$ cat src/logic/sbit_cfg.svh
// Register offsets, field positions, reset values and prescaler taps of the interval timer
`ifndef SBIT_CFG_SVH
`define SBIT_CFG_SVH

`define SBIT_ADDR_W 4
`define SBIT_DATA_W 8

`define SBIT_ADDR_CTRL 4'h0
`define SBIT_ADDR_CMP_LO 4'h1
`define SBIT_ADDR_CMP_HI 4'h2
`define SBIT_ADDR_CAP_LO 4'h3
`define SBIT_ADDR_CAP_HI 4'h4

`define SBIT_CTRL_RSVD 7
`define SBIT_CTRL_ACAP 6
`define SBIT_CTRL_RUN_HI 5
`define SBIT_CTRL_RUN_LO 4
`define SBIT_CTRL_CK_HI 3
`define SBIT_CTRL_CK_LO 2
`define SBIT_CTRL_MODE_HI 1
`define SBIT_CTRL_MODE_LO 0

`define SBIT_CTRL_RST 8'h00
`define SBIT_CMP_RST 16'hffff
`define SBIT_CAP_RST 16'h0000
`define SBIT_CNT_RST 16'h0000

`define SBIT_TAP_SLOW 4'hb
`define SBIT_TAP_MID 4'h7
`define SBIT_TAP_FAST 4'h3

`define SBIT_PRE_W 13

`endif

$ cat src/logic/sbit_pkg.sv
// Types shared by the interval timer modules
package sbit_pkg;

  typedef enum logic [1:0] {
    SBIT_RUN_STOP = 2'b00,
    SBIT_RUN_START = 2'b01,
    SBIT_RUN_RSVD2 = 2'b10,
    SBIT_RUN_RSVD3 = 2'b11
  } sbit_run_t;

  typedef enum logic [1:0] {
    SBIT_CK_SLOW = 2'b00,
    SBIT_CK_MID = 2'b01,
    SBIT_CK_FAST = 2'b10,
    SBIT_CK_RSVD = 2'b11
  } sbit_clk_sel_t;

  typedef enum logic [1:0] {
    SBIT_MODE_TIMER = 2'b00,
    SBIT_MODE_RSVD1 = 2'b01,
    SBIT_MODE_RSVD2 = 2'b10,
    SBIT_MODE_RSVD3 = 2'b11
  } sbit_mode_t;

  typedef struct packed {
    logic [7:0] ctrl;
    logic [15:0] cmp_buf;
    logic [15:0] cmp_act;
    logic cmp_pend;
    logic [15:0] cnt;
    logic [15:0] cap;
    logic [7:0] cap_hold;
    logic irq;
    logic [7:0] rdata;
  } sbit_state_t;

endpackage

$ cat src/logic/sbit_timer.sv
// Sixteen-bit interval timer with compare, auto-capture and register port
//
// Summary of operation
// - A 16-bit up-counter works with a 16-bit compare and a 16-bit capture register under one control register.
// - While running the counter steps once per source tick, and on reaching the compare value raises the interrupt and clears.
// - After a match clear the counter keeps counting from zero, so interrupts repeat without software.
// - Run code 00 stops and clears the counter, 01 starts it, 10 and 11 are reserved.
// - Source select 00, 01, 10 picks fc/2^11, fc/2^7, fc/2^3, each halved again under divider doubling, 11 reserved.
// - Only timer mode is supported; other mode codes are reserved.
// - Compare writes are buffered and go live on the first source tick after the upper byte is written.
// - Writing only the lower compare byte leaves the live compare value alone unless an upper-byte write still awaits its tick.
// - With auto-capture on, each counting step except the clearing step at a match copies the new count into the capture register.
`timescale 1ns/1ps

`include "sbit_cfg.svh"

module sbit_timer #(
  parameter logic [15:0] CMP_RESET = `SBIT_CMP_RST,
  parameter int PRE_W = `SBIT_PRE_W
) (
  input wire logic sys_clk,
  input wire logic rst,
  input wire logic [`SBIT_ADDR_W-1:0] reg_addr,
  input wire logic [`SBIT_DATA_W-1:0] reg_wdata,
  input wire logic reg_wr,
  input wire logic reg_rd,
  output logic [`SBIT_DATA_W-1:0] reg_rdata,
  input wire logic divider_doubling_select,
  output logic match_interrupt
);

  sbit_pkg::sbit_state_t s_r;
  sbit_pkg::sbit_state_t s_nxt;

  logic tick;
  logic tap_en;
  logic [3:0] tap_exp;
  logic [3:0] tap_base;
  logic [15:0] cnt_inc;
  logic hi_wr;
  logic count_en;
  logic match_hit;
  // Decoded control fields
  sbit_pkg::sbit_run_t run_control;
  sbit_pkg::sbit_clk_sel_t source_clock_select;
  sbit_pkg::sbit_mode_t operating_mode_select;
  logic auto_capture_enable;

  // Field decode of the live control register
  always_comb begin
    run_control = sbit_pkg::sbit_run_t'(s_r.ctrl[`SBIT_CTRL_RUN_HI:`SBIT_CTRL_RUN_LO]);
    source_clock_select =
      sbit_pkg::sbit_clk_sel_t'(s_r.ctrl[`SBIT_CTRL_CK_HI:`SBIT_CTRL_CK_LO]);
    operating_mode_select =
      sbit_pkg::sbit_mode_t'(s_r.ctrl[`SBIT_CTRL_MODE_HI:`SBIT_CTRL_MODE_LO]);
    auto_capture_enable = s_r.ctrl[`SBIT_CTRL_ACAP];
  end

  // Tap choice; reserved code gives no tick at all
  always_comb begin
    tap_en = 1'b1;
    case (source_clock_select)
      sbit_pkg::SBIT_CK_SLOW: begin
        tap_base = `SBIT_TAP_SLOW;
      end
      sbit_pkg::SBIT_CK_MID: begin
        tap_base = `SBIT_TAP_MID;
      end
      sbit_pkg::SBIT_CK_FAST: begin
        tap_base = `SBIT_TAP_FAST;
      end
      default: begin
        tap_base = `SBIT_TAP_SLOW;
        tap_en = 1'b0;
      end
    endcase
    // Doubling adds one to the exponent, halving every tap
    tap_exp = tap_base + {3'b000, divider_doubling_select};
  end

  // Prescaler runs from reset and a start never clears it, so the
  // first period after a start may be short
  sbit_prescaler #(
    .PRE_W(PRE_W)
  ) u_prescaler (
    .sys_clk(sys_clk),
    .rst(rst),
    .tap_exp(tap_exp),
    .tap_en(tap_en),
    .tick(tick)
  );

  // Reserved modes never step the count
  always_comb begin
    cnt_inc = s_r.cnt + 16'h0001;
    count_en = tick && (operating_mode_select == sbit_pkg::SBIT_MODE_TIMER);
    match_hit = (cnt_inc == s_r.cmp_act);
  end

  always_comb begin
    s_nxt = s_r;
    // Interrupt and read data last one cycle unless set again
    s_nxt.irq = 1'b0;
    s_nxt.rdata = '0;
    hi_wr = reg_wr && (reg_addr == `SBIT_ADDR_CMP_HI);

    // Buffered compare goes live on a tick; a high write in the tick cycle waits a tick
    if (tick && s_r.cmp_pend && !hi_wr) begin
      s_nxt.cmp_act = s_r.cmp_buf;
      s_nxt.cmp_pend = 1'b0;
    end

    // Counter
    case (run_control)
      sbit_pkg::SBIT_RUN_STOP: begin
        // Cleared every cycle, so a restart always begins from zero
        s_nxt.cnt = `SBIT_CNT_RST;
      end
      sbit_pkg::SBIT_RUN_START: begin
        if (count_en) begin
          if (match_hit) begin
            s_nxt.cnt = `SBIT_CNT_RST;
            s_nxt.irq = 1'b1;
          end else begin
            s_nxt.cnt = cnt_inc;
            // The zero after a match is never captured
            if (auto_capture_enable) begin
              s_nxt.cap = cnt_inc;
            end
          end
        end
      end
      default: begin
        // Reserved run codes freeze the count without clearing
        s_nxt.cnt = s_r.cnt;
      end
    endcase

    // Register writes
    // Control fields act from the next cycle; this cycle's step uses the old ones
    if (reg_wr) begin
      case (reg_addr)
        `SBIT_ADDR_CTRL: begin
          // Bit 7 is held at zero whatever is written
          s_nxt.ctrl = {1'b0, reg_wdata[`SBIT_CTRL_RSVD-1:0]};
        end
        `SBIT_ADDR_CMP_LO: begin
          // Low byte alone only fills the buffer
          s_nxt.cmp_buf[7:0] = reg_wdata;
        end
        `SBIT_ADDR_CMP_HI: begin
          s_nxt.cmp_buf[15:8] = reg_wdata;
          s_nxt.cmp_pend = 1'b1;
        end
        default: begin
          s_nxt.cmp_pend = s_nxt.cmp_pend;
        end
      endcase
    end

    // Register reads; data stands one cycle after the strobe
    if (reg_rd) begin
      case (reg_addr)
        `SBIT_ADDR_CTRL: begin
          s_nxt.rdata = s_r.ctrl;
        end
        `SBIT_ADDR_CMP_LO: begin
          s_nxt.rdata = s_r.cmp_buf[7:0];
        end
        `SBIT_ADDR_CMP_HI: begin
          s_nxt.rdata = s_r.cmp_buf[15:8];
        end
        `SBIT_ADDR_CAP_LO: begin
          // Upper byte frozen here so a low-then-high read pair is coherent
          s_nxt.rdata = s_r.cap[7:0];
          s_nxt.cap_hold = s_r.cap[15:8];
        end
        `SBIT_ADDR_CAP_HI: begin
          // Without a low read first this gives the last latched byte
          s_nxt.rdata = s_r.cap_hold;
        end
        default: begin
          // Unmapped addresses read as zero
          s_nxt.rdata = '0;
        end
      endcase
    end
  end

  // Compare comes up at its parameter value, all else at fixed values
  always_ff @(posedge sys_clk or posedge rst) begin
    if (rst) begin
      s_r <= '{
        ctrl: `SBIT_CTRL_RST,
        cmp_buf: CMP_RESET,
        cmp_act: CMP_RESET,
        cmp_pend: 1'b0,
        cnt: `SBIT_CNT_RST,
        cap: `SBIT_CAP_RST,
        cap_hold: 8'h00,
        irq: 1'b0,
        rdata: 8'h00
      };
    end else begin
      s_r <= s_nxt;
    end
  end

  // Both outputs come straight from state flops
  always_comb begin
    reg_rdata = s_r.rdata;
    match_interrupt = s_r.irq;
  end

endmodule // sbit_timer

$ cat src/logic/sbit_prescaler.sv
// Free-running prescaler giving a one-cycle tick every 2^tap_exp system clocks
`timescale 1ns/1ps

module sbit_prescaler #(
  parameter int PRE_W = 13
) (
  input wire logic sys_clk,
  input wire logic rst,
  input wire logic [3:0] tap_exp,
  input wire logic tap_en,
  output logic tick
);

  typedef struct packed {
    logic [PRE_W-1:0] cnt;
  } sbit_pre_state_t;

  sbit_pre_state_t s_r;
  sbit_pre_state_t s_nxt;
  logic [PRE_W-1:0] mask;

  // Never cleared by software, so the first period after a start may be short
  always_comb begin
    s_nxt = s_r;
    s_nxt.cnt = s_r.cnt + PRE_W'(1);
    mask = (PRE_W'(1) << tap_exp) - PRE_W'(1);
    tick = tap_en && ((s_r.cnt & mask) == mask);
  end

  always_ff @(posedge sys_clk or posedge rst) begin
    if (rst) begin
      s_r <= '0;
    end else begin
      s_r <= s_nxt;
    end
  end

endmodule // sbit_prescaler

$ cat config.mk
export PLATFORM = sky130hd
export DESIGN_NAME = sbit_timer
export DESIGN_NICKNAME = d
export VERILOG_FILES = /design/src/logic/sbit_pkg.sv /design/src/logic/sbit_timer.sv /design/src/logic/sbit_prescaler.sv
export VERILOG_INCLUDE_DIRS = /design/src /design/src/logic
export SDC_FILE = /design/constraint.sdc
export NUM_CORES = 1
export LEC_CHECK = 0
export BUFFER_PORTS_ARGS = -buffer_cell sky130_fd_sc_hd__buf_2
export CAP_MARGIN = 10
export CELL_PAD_IN_SITES_DETAIL_PLACEMENT = 1
export CELL_PAD_IN_SITES_GLOBAL_PLACEMENT = 1
export CORE_UTILIZATION = 54
export CTS_CLUSTER_DIAMETER = 200
export DETAILED_ROUTE_END_ITERATION = 8
export GPL_TIMING_DRIVEN = 0
export PLACE_DENSITY = 0.88
export SYNTH_ARGS = -nofsm -noshare
export SYNTH_HDL_FRONTEND = slang
export SYNTH_SLANG_ARGS = --single-unit
$ cat constraint.sdc
create_clock -name sys_clk -period 8.4 [get_ports sys_clk]
set_clock_uncertainty 0.1 [all_clocks]
set_input_delay 0.84 -clock sys_clk [delete_from_list [all_inputs] [get_ports sys_clk]]
set_output_delay 0.84 -clock sys_clk [all_outputs]
set_load 0.005 [all_outputs]
; Yosys cells after proc, flatten, opt, wreduce, memory -nomap -nowiden
; Cells that the tools add are included.
[totals]
reg_bits = 102
inputBits = 17
[op_classes]
mux = 15
shift = 1
reduce_logical = 18
bitwise = 2
n_eq_ne = 10
n_addsub = 4
[ops]
columns = operator, count
row1 = two-way mux 16 bit, 3
row2 = case mux 8 bit (5 select lines), 1
row3 = two-way mux 32 bit, 1
row4 = case mux 16 bit (2 select lines), 1
row5 = "adder 16 x 1 -> 16 bit, second input constant", 1
row6 = equality test 16 bit, 1
row7 = "adder 13 x 1 -> 13 bit, second input constant", 1
row8 = bitwise AND 13 bit, 1
row9 = equality test 13 bit, 1
row10 = "<< shifter 1 x 4 -> 13 bit, first input constant", 1
row11 = "subtractor 13 x 2 -> 13 bit, second input constant", 1
row12 = AND reduction 2 bit, 5
row13 = "equality test 4 x 2 -> 1 bit, second input constant", 2
row14 = two-way mux 8 bit, 1
row15 = case mux 4 bit (2 select lines), 1
row16 = two-way mux 1 bit, 7
row17 = zero test 2 bit, 3
row18 = logical AND 1 bit, 5
row19 = adder 4 x 1 -> 4 bit, 1
row20 = "equality test 2 x 1 -> 1 bit, second input constant", 2
row21 = "equality test 4 x 1 -> 1 bit, second input constant", 1
row22 = "equality test 4 x 3 -> 1 bit, second input constant", 1
row23 = zero test 4 bit, 1
row24 = AND reduction 4 bit, 1
row25 = 6 further kinds, 6

; Logic depth before layout (Yosys ltp)
; Gate-level depths: netlist (run 1).
[depth]
depth_word = 13
depth_mapped = 14

; Cells and area by module
; Synthesis (run 1) repeated with hierarchy kept, for this count alone.
[unflattened]
hier_cells = 502
area_unflattened_um2 = 5556.6
[modules_own_cells]
columns = mod, cells_each, area_each_um2, seq_area_each_um2, instances
row1 = sbit_timer, 420, 4742.0, 2267.2, 1
row2 = sbit_prescaler, 82, 814.5, 325.3, 1

; Worst setup path after synthesis (run 1)
; Ideal clock, no wire load.
[synth_path]
path_type = input to register
startpoint = input port divider_doubling_select
endpoint = register s_r[43] (netlist bit)
path_stages = 12
path_slack_ps = 4993
t_arrival_ps = 3170
t_required_ps = 8164
setup_time_ps = 136
path_buffers = 2
path_cell_list = and2_1 -> nand2_1 -> ha_1 -> nor2b_1 -> or4b_2 -> a21oi_1 -> or4_1 -> clkbuf_1 -> clkbuf_1 -> nor2_1 -> a221oi_1 -> o41ai_1
[synth_via]
elab_chain_len = 9
[synth_rtl]
columns = element, line
row1 = from (decl), sbit_timer.sv:28  ; input wire logic divider_doubling_select,
row2 = adder 4 x 1 -> 4 bit *, sbit_timer.sv:78  ; tap_exp = tap_base + {3'b000, divider_doubling_select};
row3 = << shifter 1 x 4 -> 13 bit *, sbit_prescaler.sv:26  ; mask = (PRE_W'(1) << tap_exp) - PRE_W'(1);
row4 = subtractor 13 x 2 -> 13 bit *, sbit_prescaler.sv:26
row5 = bitwise AND 13 bit, sbit_prescaler.sv:27  ; tick = tap_en && ((s_r.cnt & mask) == mask);
row6 = equality test 13 bit *, sbit_prescaler.sv:27
row7 = logical AND 1 bit *, sbit_prescaler.sv:27
row8 = logical AND 1 bit *, sbit_timer.sv:96  ; count_en = tick && (operating_mode_select == sbit_pkg::SBIT_MODE_TIMER);
row9 = inequality test 2 bit (no line) *, n/a
row10 = AND reduction 2 bit (no line) *, n/a
row11 = to (signal assigned), sbit_timer.sv:193  ; s_r <= '{
row12 = to (signal assigned), sbit_timer.sv:205  ; s_r <= s_nxt;
row13 = to (decl), sbit_timer.sv:32  ; sbit_pkg::sbit_state_t s_r;
; Mark *: on every way between the ends. The rest lies on a longest branch, timed or not.
; A chain may end at the register's enable or synchronous reset.

; Final worst setup path (run 1)
[layout_path]
startpoint = register s_r[84] (netlist bit)
endpoint = register s_r[43] (netlist bit)
[layout_via]
elab_chain_len = 11
elab_cells_between_ends = 15
cone_classes = add/sub: 2 / eq/ne: 4 / shift: 1 / mux: 2 / bitwise: 1 / reduce/logical: 5
[layout_rtl]
columns = element, line
row1 = equality test 2 bit / equality test 2 x 1 -> 1 bit (equally long branches), sbit_timer.sv:62  ; case (source_clock_select)
row2 = case mux 4 bit (2 select lines), sbit_timer.sv:62
row3 = adder 4 x 1 -> 4 bit, sbit_timer.sv:78
row4 = << shifter 1 x 4 -> 13 bit, sbit_prescaler.sv:26
row5 = subtractor 13 x 2 -> 13 bit, sbit_prescaler.sv:26
row6 = bitwise AND 13 bit, sbit_prescaler.sv:27
row7 = equality test 13 bit, sbit_prescaler.sv:27
row8 = logical AND 1 bit *, sbit_prescaler.sv:27
row9 = logical AND 1 bit *, sbit_timer.sv:96
row10 = inequality test 2 bit (no line) *, n/a
row11 = AND reduction 2 bit (no line) *, n/a
; Marks and branches as above.

==> metrics.log, run 1 <==
INFO  metric syn_nets = about 530
INFO  metric layout_min_cycle_time = between 4 and 5 ns
INFO  metric power.sequential.fraction = between 50% and 60%
INFO  metric grt_pass1_wl = ~26000 µm
INFO  metric cts_hold_buffers = 0
INFO  metric gr-total-overflow = 0
INFO  metric place.gp.congestion = 0.9063
INFO  metric count_of_flip_flops_with_a_built_in_enable_after_synthesis = 0
INFO  metric layout-drive-gt1-share = 30.31%
INFO  metric setup_violations = 0
INFO  metric fin_cells = between 600 and 700
INFO  metric run_status = finished clean
INFO  metric share_comb_of_total_power = approximately 13%
INFO  metric fin_tns_setup = 0 ns
INFO  metric floorplan.initialDensity = between 50% and 60%
INFO  metric rsz0062_at_grt = false
INFO  metric grt_max_degree = 75
INFO  metric total_switching_power = 308.1 µW
INFO  metric post_drt_via_cell_ratio = roughly 6.4
INFO  metric postCtsSetupBuffers = 0
INFO  metric antenna_cells = 0
INFO  metric final_antenna_violating_net_count = 0
INFO  metric cp_slowest_cell = or4b_2
INFO  metric grt.total_usage = 31.97%
INFO  metric place.detailed.instances = approximately 670
INFO  metric dominant_combinational_cell_family_by_area_after_synthesis = simple AND/OR/NAND/NOR gates
INFO  metric hpwlAfterDp = 12040 µm
INFO  metric power.internal = ~740 µW
INFO  metric list_of_cells_traversed_by_the_critical_path = inv_1 -> ha_1 -> nor2b_1 -> nand2_1 -> ha_1 -> nor2b_1 -> or4b_2 -> a21oi_1 -> or4_1 -> clkbuf_1 -> clkbuf_1 -> nor2_1 -> a221oi_1 -> o41ai_1
INFO  metric drt_pass1_iterations = 5
INFO  metric yosys.area_share.adder = about 2.0%
INFO  metric cellLeakagePower = between 2 and 3 nW
INFO  metric ys.flop_type = dfrtp_1
INFO  metric rows = 36
INFO  metric synth.yosys.seq_area_share = a little under half
INFO  metric io_pins = 26
INFO  metric avgSynthCellArea = around 11 µm²
INFO  metric synthCells = slightly above 500
INFO  metric synth-seq-cells = roughly 100
INFO  metric hold_violations = 0
INFO  metric finalWirelength = about 16000 µm
INFO  metric timing.hold.worst.class = in2async
INFO  metric floorplan.core_area = just under 10000 µm²
INFO  metric clk_pin_slew_worst_paths = around 0.12 ns
INFO  metric cp_slowest_stage_delay = between 0.6 and 0.7 ns
INFO  metric synth_mux_area_share = between 10% and 20%
INFO  metric detailedRoute.firstIterationViolations = between 200 and 300
INFO  metric clockBufferDepth = 2
INFO  metric insertion_delay = approximately 0.40 ns
INFO  metric worst-path-max-fanout = 10
INFO  metric cts_max_level = 3
INFO  metric post_synth_xor_area_fraction = under 10%
INFO  metric num-nets-final = 572
INFO  metric first_global_vias = 4794
INFO  metric synth.cell_area = between 5000 and 6000 µm²
INFO  metric synth-async-reset-ratio = between 90% and 100%
INFO  metric max_cap_violations = 0
INFO  metric finalMaxSlewViolations = 0
INFO  metric signal_arrival_time_at_the_worst_endpoint = 4.28 ns
INFO  metric die-area = about 11000 µm²
INFO  metric vdd_ir_drop_max = between 0.00015 and 0.0002 V
INFO  metric antenna_found_initial = 0
INFO  metric timing.critical_path.from_type = flop
INFO  metric power.density_cell_area = ~170 nW/µm²
INFO  metric endpoint_kind = flop
INFO  metric timing_worst_setup_path_type = reg2reg
INFO  metric cp_data_required_time = 8.56 ns
INFO  metric buffer_ports.inserted = 25
INFO  metric detailroute.via_count = about 4300
INFO  metric max-slew-margin-rel = 27.20%
INFO  metric post_drt_wl_per_cell = around 24 µm
INFO  metric ctsRootBufferMaster = clkbuf_8
INFO  metric synth-simple-area-share = ~16%
INFO  metric fmax = 242.6 MHz
INFO  metric cts_tree = done
INFO  metric synth.lib_cells_used.distinct = 69
INFO  metric remaining_drc_errors = 0
INFO  metric cts_resized = 0
INFO  metric die_height = approximately 100 µm
INFO  metric synth_compound_gate_area_share = 12.46%
INFO  metric syn_to_final_growth = 10.11%
INFO  metric netSwitchingFraction = 29.54%
INFO  metric power.share.clock = 32.3%
INFO  metric worst-slew-pin-transition = roughly 1.1 ns
INFO  metric ys.warnings.count = 0
INFO  metric die_w = between 100 and 150 µm
INFO  metric final.period_utilization = 49.07%
INFO  metric hold_ws = between 0.3 and 0.4 ns
INFO  metric cts.sink_count = just over 100
INFO  metric cts_buffer_count = 9
==> path summary, 6_finish.rpt <==
path,endpoint,start,cells after the start,slack [ns]
worst max register to register,s_r[43]$_DFFE_PP0P_,s_r[84]$_DFFE_PP0P_,14,4.28
worst max-delay path,s_r[43]$_DFFE_PP0P_,s_r[84]$_DFFE_PP0P_,14,4.28
max in group asynchronous,s_r[67]$_DFFE_PP1P_,rst,3,7.14
worst min register to register,u_prescaler.s_r[0]$_DFF_PP0_,u_prescaler.s_r[0]$_DFF_PP0_,1,0.42
worst min-delay path,s_r[42]$_DFFE_PP0P_,rst,2,0.33
min in group sys_clk,u_prescaler.s_r[0]$_DFF_PP0_,u_prescaler.s_r[0]$_DFF_PP0_,1,0.42
==> cells in the final DEF, fill, tap and decap left out, types with 4 or more instances in the layout <==
master / n
mux2_2: 47
o21ai_0: 19
and2_1: 5
nor3_1: 12
mux2i_1: 5
nor4_1: 10
xor2_1: 15
a221oi_1: 5
nand3_1: 10
a21oi_1: 23
clkbuf_8: 9
buf_2: 29
nor2b_1: 6
nand4_1: 10
inv_1: 19
nand2_1: 34
clkbuf_1: 10
and3_1: 12
ha_1: 9
a222oi_1: 9
nand2b_1: 4
nor2_1: 24
mux2_4: 6
a211oi_1: 7
a22oi_1: 7
buf_4: 13
inv_6: 4
dfstp_2: 32
xnor2_1: 24
dfrtp_1: 70
==> cells in the mapped netlist (all sizes together), types with 9 or more instances <==
library cell	instances	area share [%]
buf	18	2.4
inv	20	1.3
a222oi	9	1.6
a21oi	23	2.1
and3	12	1.3
nor3	14	1.5
nor4	13	1.8
dfstp	32	15
ha	9	2.0
nand3	11	1.2
nand2	35	2.4
clkbuf	12	0.85
nor2	24	1.6
xnor2	24	3.8
dfrtp	70	31
mux2	53	11
xor2	15	2.4
o21ai	20	1.8
nand4	12	1.7
==> through the flow <==
step / cell area [µm²] / util [%] / total power, mW / setup slack (ns)
final: 6148 / 62.05 / 1.043 / 4.278
after global routing: 6148 / 62.05 / 1.080 / 4.067
after CTS: 6148 / 62.05 / 1.048 / 4.325
after detailed placement: 5939 / 59.94 / 0.7121 / 4.289
after global placement: 5876 / 59.29 / 0.6938 / 3.811
after floorplan: 5584 / - / 0.6539 / 4.837
==> sequential cells by signal (all words and copies together), names as in the netlist <==
name and count:
run_control 2, operating_mode_select 2, auto_capture_enable 1, s_r 75, u_prescaler.s_r 13, reg_rdata 8
match_interrupt 1
==> cells by family after synthesis <==
group | after synthesis
AND/OR/NAND/NOR | 152
flip-flops | 102
AO/OA/AOI/OAI | 95
multiplexers | 58
buffers and inverters | 50
XOR/XNOR | 41
adder cells (fa/ha/maj) | 9
==> power by group through the flow <==
stage               Combinational [mW]  Clock, mW  Sequential [mW]
global placement                 0.115          0            0.579
global route                     0.143      0.359            0.578
floorplan                       0.0899          0            0.564
detailed placement               0.129          0            0.583
CTS                              0.131      0.342            0.574
finish                           0.131      0.337            0.575
==> worst max-delay path: cells and delay by family, from the launching register on <==
family          cells  cell delay, ns
buf+inv             3            0.84
compound gates      3            0.77
fa+ha+maj           2            0.42
simple gates        6            1.36
flops               1            0.49
==> routing by layer <==
metal	vias up	part of all wire, %	track usage [%]	wire (µm)
met2	172	50	53.93	8068
met5	-	0	0	0
met4	0	4.1	14.29	668
li1	1928	-	-	-
met1	2195	39	38.66	6344
met3	53	6.5	8.118	1057
==> layout make-up <==
type | count | area, µm²
clock buffers | 9 | 123.9
plain buffers | 30 | 180.2
flip-flops and latches | 102 | 2592
inverters | 20 | 77.57
clock inverters | 7 | 85.08
repair buffers | 28 | 167.7
well taps | 133 | 166.4
multi-input cells | 355 | 2755
fillers | 1089 | 3761
Power figures use the tool's default switching activity.
==> run 2, diff against run 1 <==
Settings changed: CORE_UTILIZATION 54 to 50, PLACE_DENSITY 0.88 to 0.82.
Clock period 8.4 ns to 4.2 ns, I/O delays scaled along.
==> run 2 against run 1 <==
  * Sequential power increased by 100%
  * Sequential share of layout area decreased by 0.35 points
  * Combinational power increased by 100%
  * Largest cell class unchanged
  * Largest power group unchanged
==> metrics.log, run 2 (synthesis gave the netlist of run 1 again) <==
INFO  metric run_status = finished clean
INFO  metric wirelength_met1 = 6522 µm (+2.8%)
INFO  metric signal_arrival_time_at_the_worst_endpoint = 4.10 ns (-0.18 ns)
INFO  metric grt.total_usage = 29.07% (-2.9 points)
INFO  metric detailroute.via_count = 4330 (-0.41%)
INFO  metric max_cap_violations = 0 (unchanged)
INFO  metric drt_pass1_iterations = 6 (+1)
INFO  metric clk_pin_slew_worst_paths = 0.11 ns (about the same)
INFO  metric antenna_found_initial = 0 (unchanged)
INFO  metric routed.top_layer = met4
INFO  metric ctsRootBufferMaster = clkbuf_8
INFO  metric detailedRoute.firstIterationViolations = 291 (+13%)
INFO  metric total_met3_wirelength_after_detailed_routing = 844 µm (-20%)
INFO  metric first_global_vias = 4653 (-2.9%)
INFO  metric total_switching_power = 613.6 µW (+99%)
INFO  metric fin_cells = 691 (+1.0%)
INFO  metric antenna_cells = 0 (unchanged)
INFO  metric cellLeakagePower = 2.767 nW (+0.51%)
INFO  metric vdd_ir_drop_max = 0.0002316 V (+25%)
INFO  metric largest_register = s_r
INFO  metric endpoint_kind = flop
INFO  metric power.density_cell_area = 348.4 nW/µm² (+110%)
INFO  metric post_drt_wl_per_cell = 22.56 µm (-4.4%)
INFO  metric cts.sink_count = 102 (unchanged)
INFO  metric layout-drive-gt1-share = 30.49% (+0.18 points)
INFO  metric gr-total-overflow = 0 (unchanged)
INFO  metric hold_ws = 0.1558 ns (-0.1712 ns)
INFO  metric die-area = 11600 µm² (+7.8%)
INFO  metric place.detailed.instances = 674 (+0.90%)
INFO  metric cts_max_level = 3 (unchanged)
INFO  metric cts_tree = done
INFO  metric num-nets-final = 572 (unchanged)
INFO  metric postCtsSetupBuffers = 0 (unchanged)
INFO  metric grt_max_degree = 69 (-8.0%)
INFO  metric post_drt_via_cell_ratio = 6.266 (-1.4%)
INFO  metric die_w = 107.7 µm (+3.8%)
INFO  metric mostFrequentLayoutCell = dfrtp_1
INFO  metric io_pins = 26 (unchanged)
INFO  metric cp_data_required_time = 4.36 ns (-4.20 ns)
INFO  metric final.period_utilization = 93.70% (+45 points)
INFO  metric buffer_ports.inserted = 25 (unchanged)
INFO  metric power.internal = 1.546 mW (+110%)
INFO  metric timing.hold.worst.class = in2reg
INFO  metric syn_to_final_growth = 11.02%
INFO  metric hold_violations = 0 (unchanged)
INFO  metric floorplan.initialDensity = 51.51% (-4.8 points)
INFO  metric dpl_cell_area = 5932 µm² (-0.13%)
INFO  metric grt_pass1_wl = 24980 µm (-4.5%)
INFO  metric remaining_drc_errors = 0 (unchanged)
INFO  metric power.share.clock = 34.6% (+2.3 points)
INFO  metric worst-path-max-fanout = 10 (unchanged)
INFO  metric hpwlAfterDp = 11130 µm (-7.6%)
INFO  metric fmax = 254.1 MHz (+4.7%)
INFO  metric power.sequential.fraction = 53.2% (-1.9 points)
INFO  metric share_comb_of_total_power = 12.2% (-0.4 points)
INFO  metric netSwitchingFraction = 28.41% (-1.1 points)
INFO  metric finalCoreUtilization = 57.19% (-4.9 points)
INFO  metric die_height = 107.7 µm (+3.8%)
INFO  metric worst-slew-pin-transition = 1.014 ns (-0.06927 ns)
INFO  metric fill_cells = 1163 (+6.8%)
INFO  metric max-slew-margin-rel = 32.24% (+5.0 points)
INFO  metric clockBufferDepth = 2 (unchanged)
INFO  metric most-common-layout-cells = 70 x dfrtp_1, 47 x mux2_2, 34 x nand2_1
INFO  metric largest_reg_flops = 75 (unchanged)
INFO  metric cts_buffer_count = 9 (unchanged)
INFO  metric report.power.total = 2.160 mW (+110%)
INFO  metric place.gp.congestion = 0.9202 (+1.5%)
INFO  metric insertion_delay = 0.40 ns (about the same)
INFO  metric design_area = 6200 µm² (+0.83%)
INFO  metric layout_min_cycle_time = 3.935 ns (-0.1866 ns)
INFO  metric timing.critical_path.from_type = flop
INFO  metric final_antenna_violating_net_count = 0 (unchanged)
INFO  metric timing_worst_setup_path_type = reg2reg
INFO  metric setup_violations = 0 (unchanged)
INFO  metric finalMaxSlewViolations = 0 (unchanged)
INFO  metric rows = 38 (+5.6%)
INFO  metric finalWirelength = 15590 µm (-3.4%)
INFO  metric met2_wirelength = 7805 µm (-3.3%)
INFO  metric floorplan.core_area = 10840 µm² (+9.4%)
-- run 2: path summary, 6_finish.rpt --
check	endpoint	cells past startpoint	slack, ns	start
max	s_r[37]$_DFFE_PP0P_	14	0.26	s_r[84]$_DFFE_PP0P_
min	s_r[81]$_DFFE_PP1P_	2	0.16	reg_wdata[7]
max reg2reg	s_r[37]$_DFFE_PP0P_	14	0.26	s_r[84]$_DFFE_PP0P_
min reg2reg	u_prescaler.s_r[10]$_DFF_PP0_	1	0.39	u_prescaler.s_r[10]$_DFF_PP0_
max in group asynchronous	s_r[53]$_DFFE_PP1P_	4	2.78	rst
min in group asynchronous	s_r[40]$_DFFE_PP0P_	3	0.48	rst
-- run 2: timing repair --
| item | 4_1_cts | 5_1_grt |
|---|---|---|
| resized for setup | 0 | 5 |
| setup endpoints to repair | 0 | 5 |
| hold endpoints to repair | 22 | 0 |
| hold buffers | 1 | 0 |
-- run 2: per-stage QoR --
stage                     worst slack [ns]  setup TNS, ns
final                               0.2647              0
after floorplan                     0.8665              0
after detailed placement            0.2044              0
after CTS                           0.1387              0
after global placement            -0.06746         -4.271
after global routing              -0.03077       -0.03077
-- run 2: final cells by class --
cell class	count	area, µm²	area share (%)
multi-input combinational	355	2764	44.58
sequential	102	2592	41.82
buffer	30	181.4	2.926
tap	140	175.2	2.825
timing repair buffer	28	167.7	2.704
clock buffer	10	137.6	2.220
clock inverter	6	103.9	1.675
inverter	20	77.57	1.251
-- run 2: layer usage --
metal,GRT usage (%),vias to the layer above
met1,35.45,2211
met4,12.13,0
met5,0,-
li1,-,1928
met3,6.477,39
met2,49.36,152
-- run 2: critical path, cell delays in order, from the launching register on --
cell and delay, ns:
dfrtp_1 0.49, inv_1 0.12, ha_1 0.25, nor2b_1 0.23, nand2_1 0.10, ha_1 0.21
nor2b_1 0.14, or4b_2 0.64, a21oi_2 0.27, or4_1 0.16, clkbuf_1 0.26, clkbuf_2 0.29
nor2_1 0.07, a221oi_1 0.30, o41ai_1 0.15
-- run 2: power by group through the flow --
| stage | clock network, mW | logic [mW] | registers, mW |
|---|---|---|---|
| floorplan | 0 | 0.180 | 1.13 |
| global placement | 0 | 0.229 | 1.16 |
| CTS | 0.760 | 0.256 | 1.15 |
| global route | 0.791 | 0.289 | 1.16 |
| detailed placement | 0 | 0.248 | 1.16 |
| finish | 0.747 | 0.264 | 1.15 |
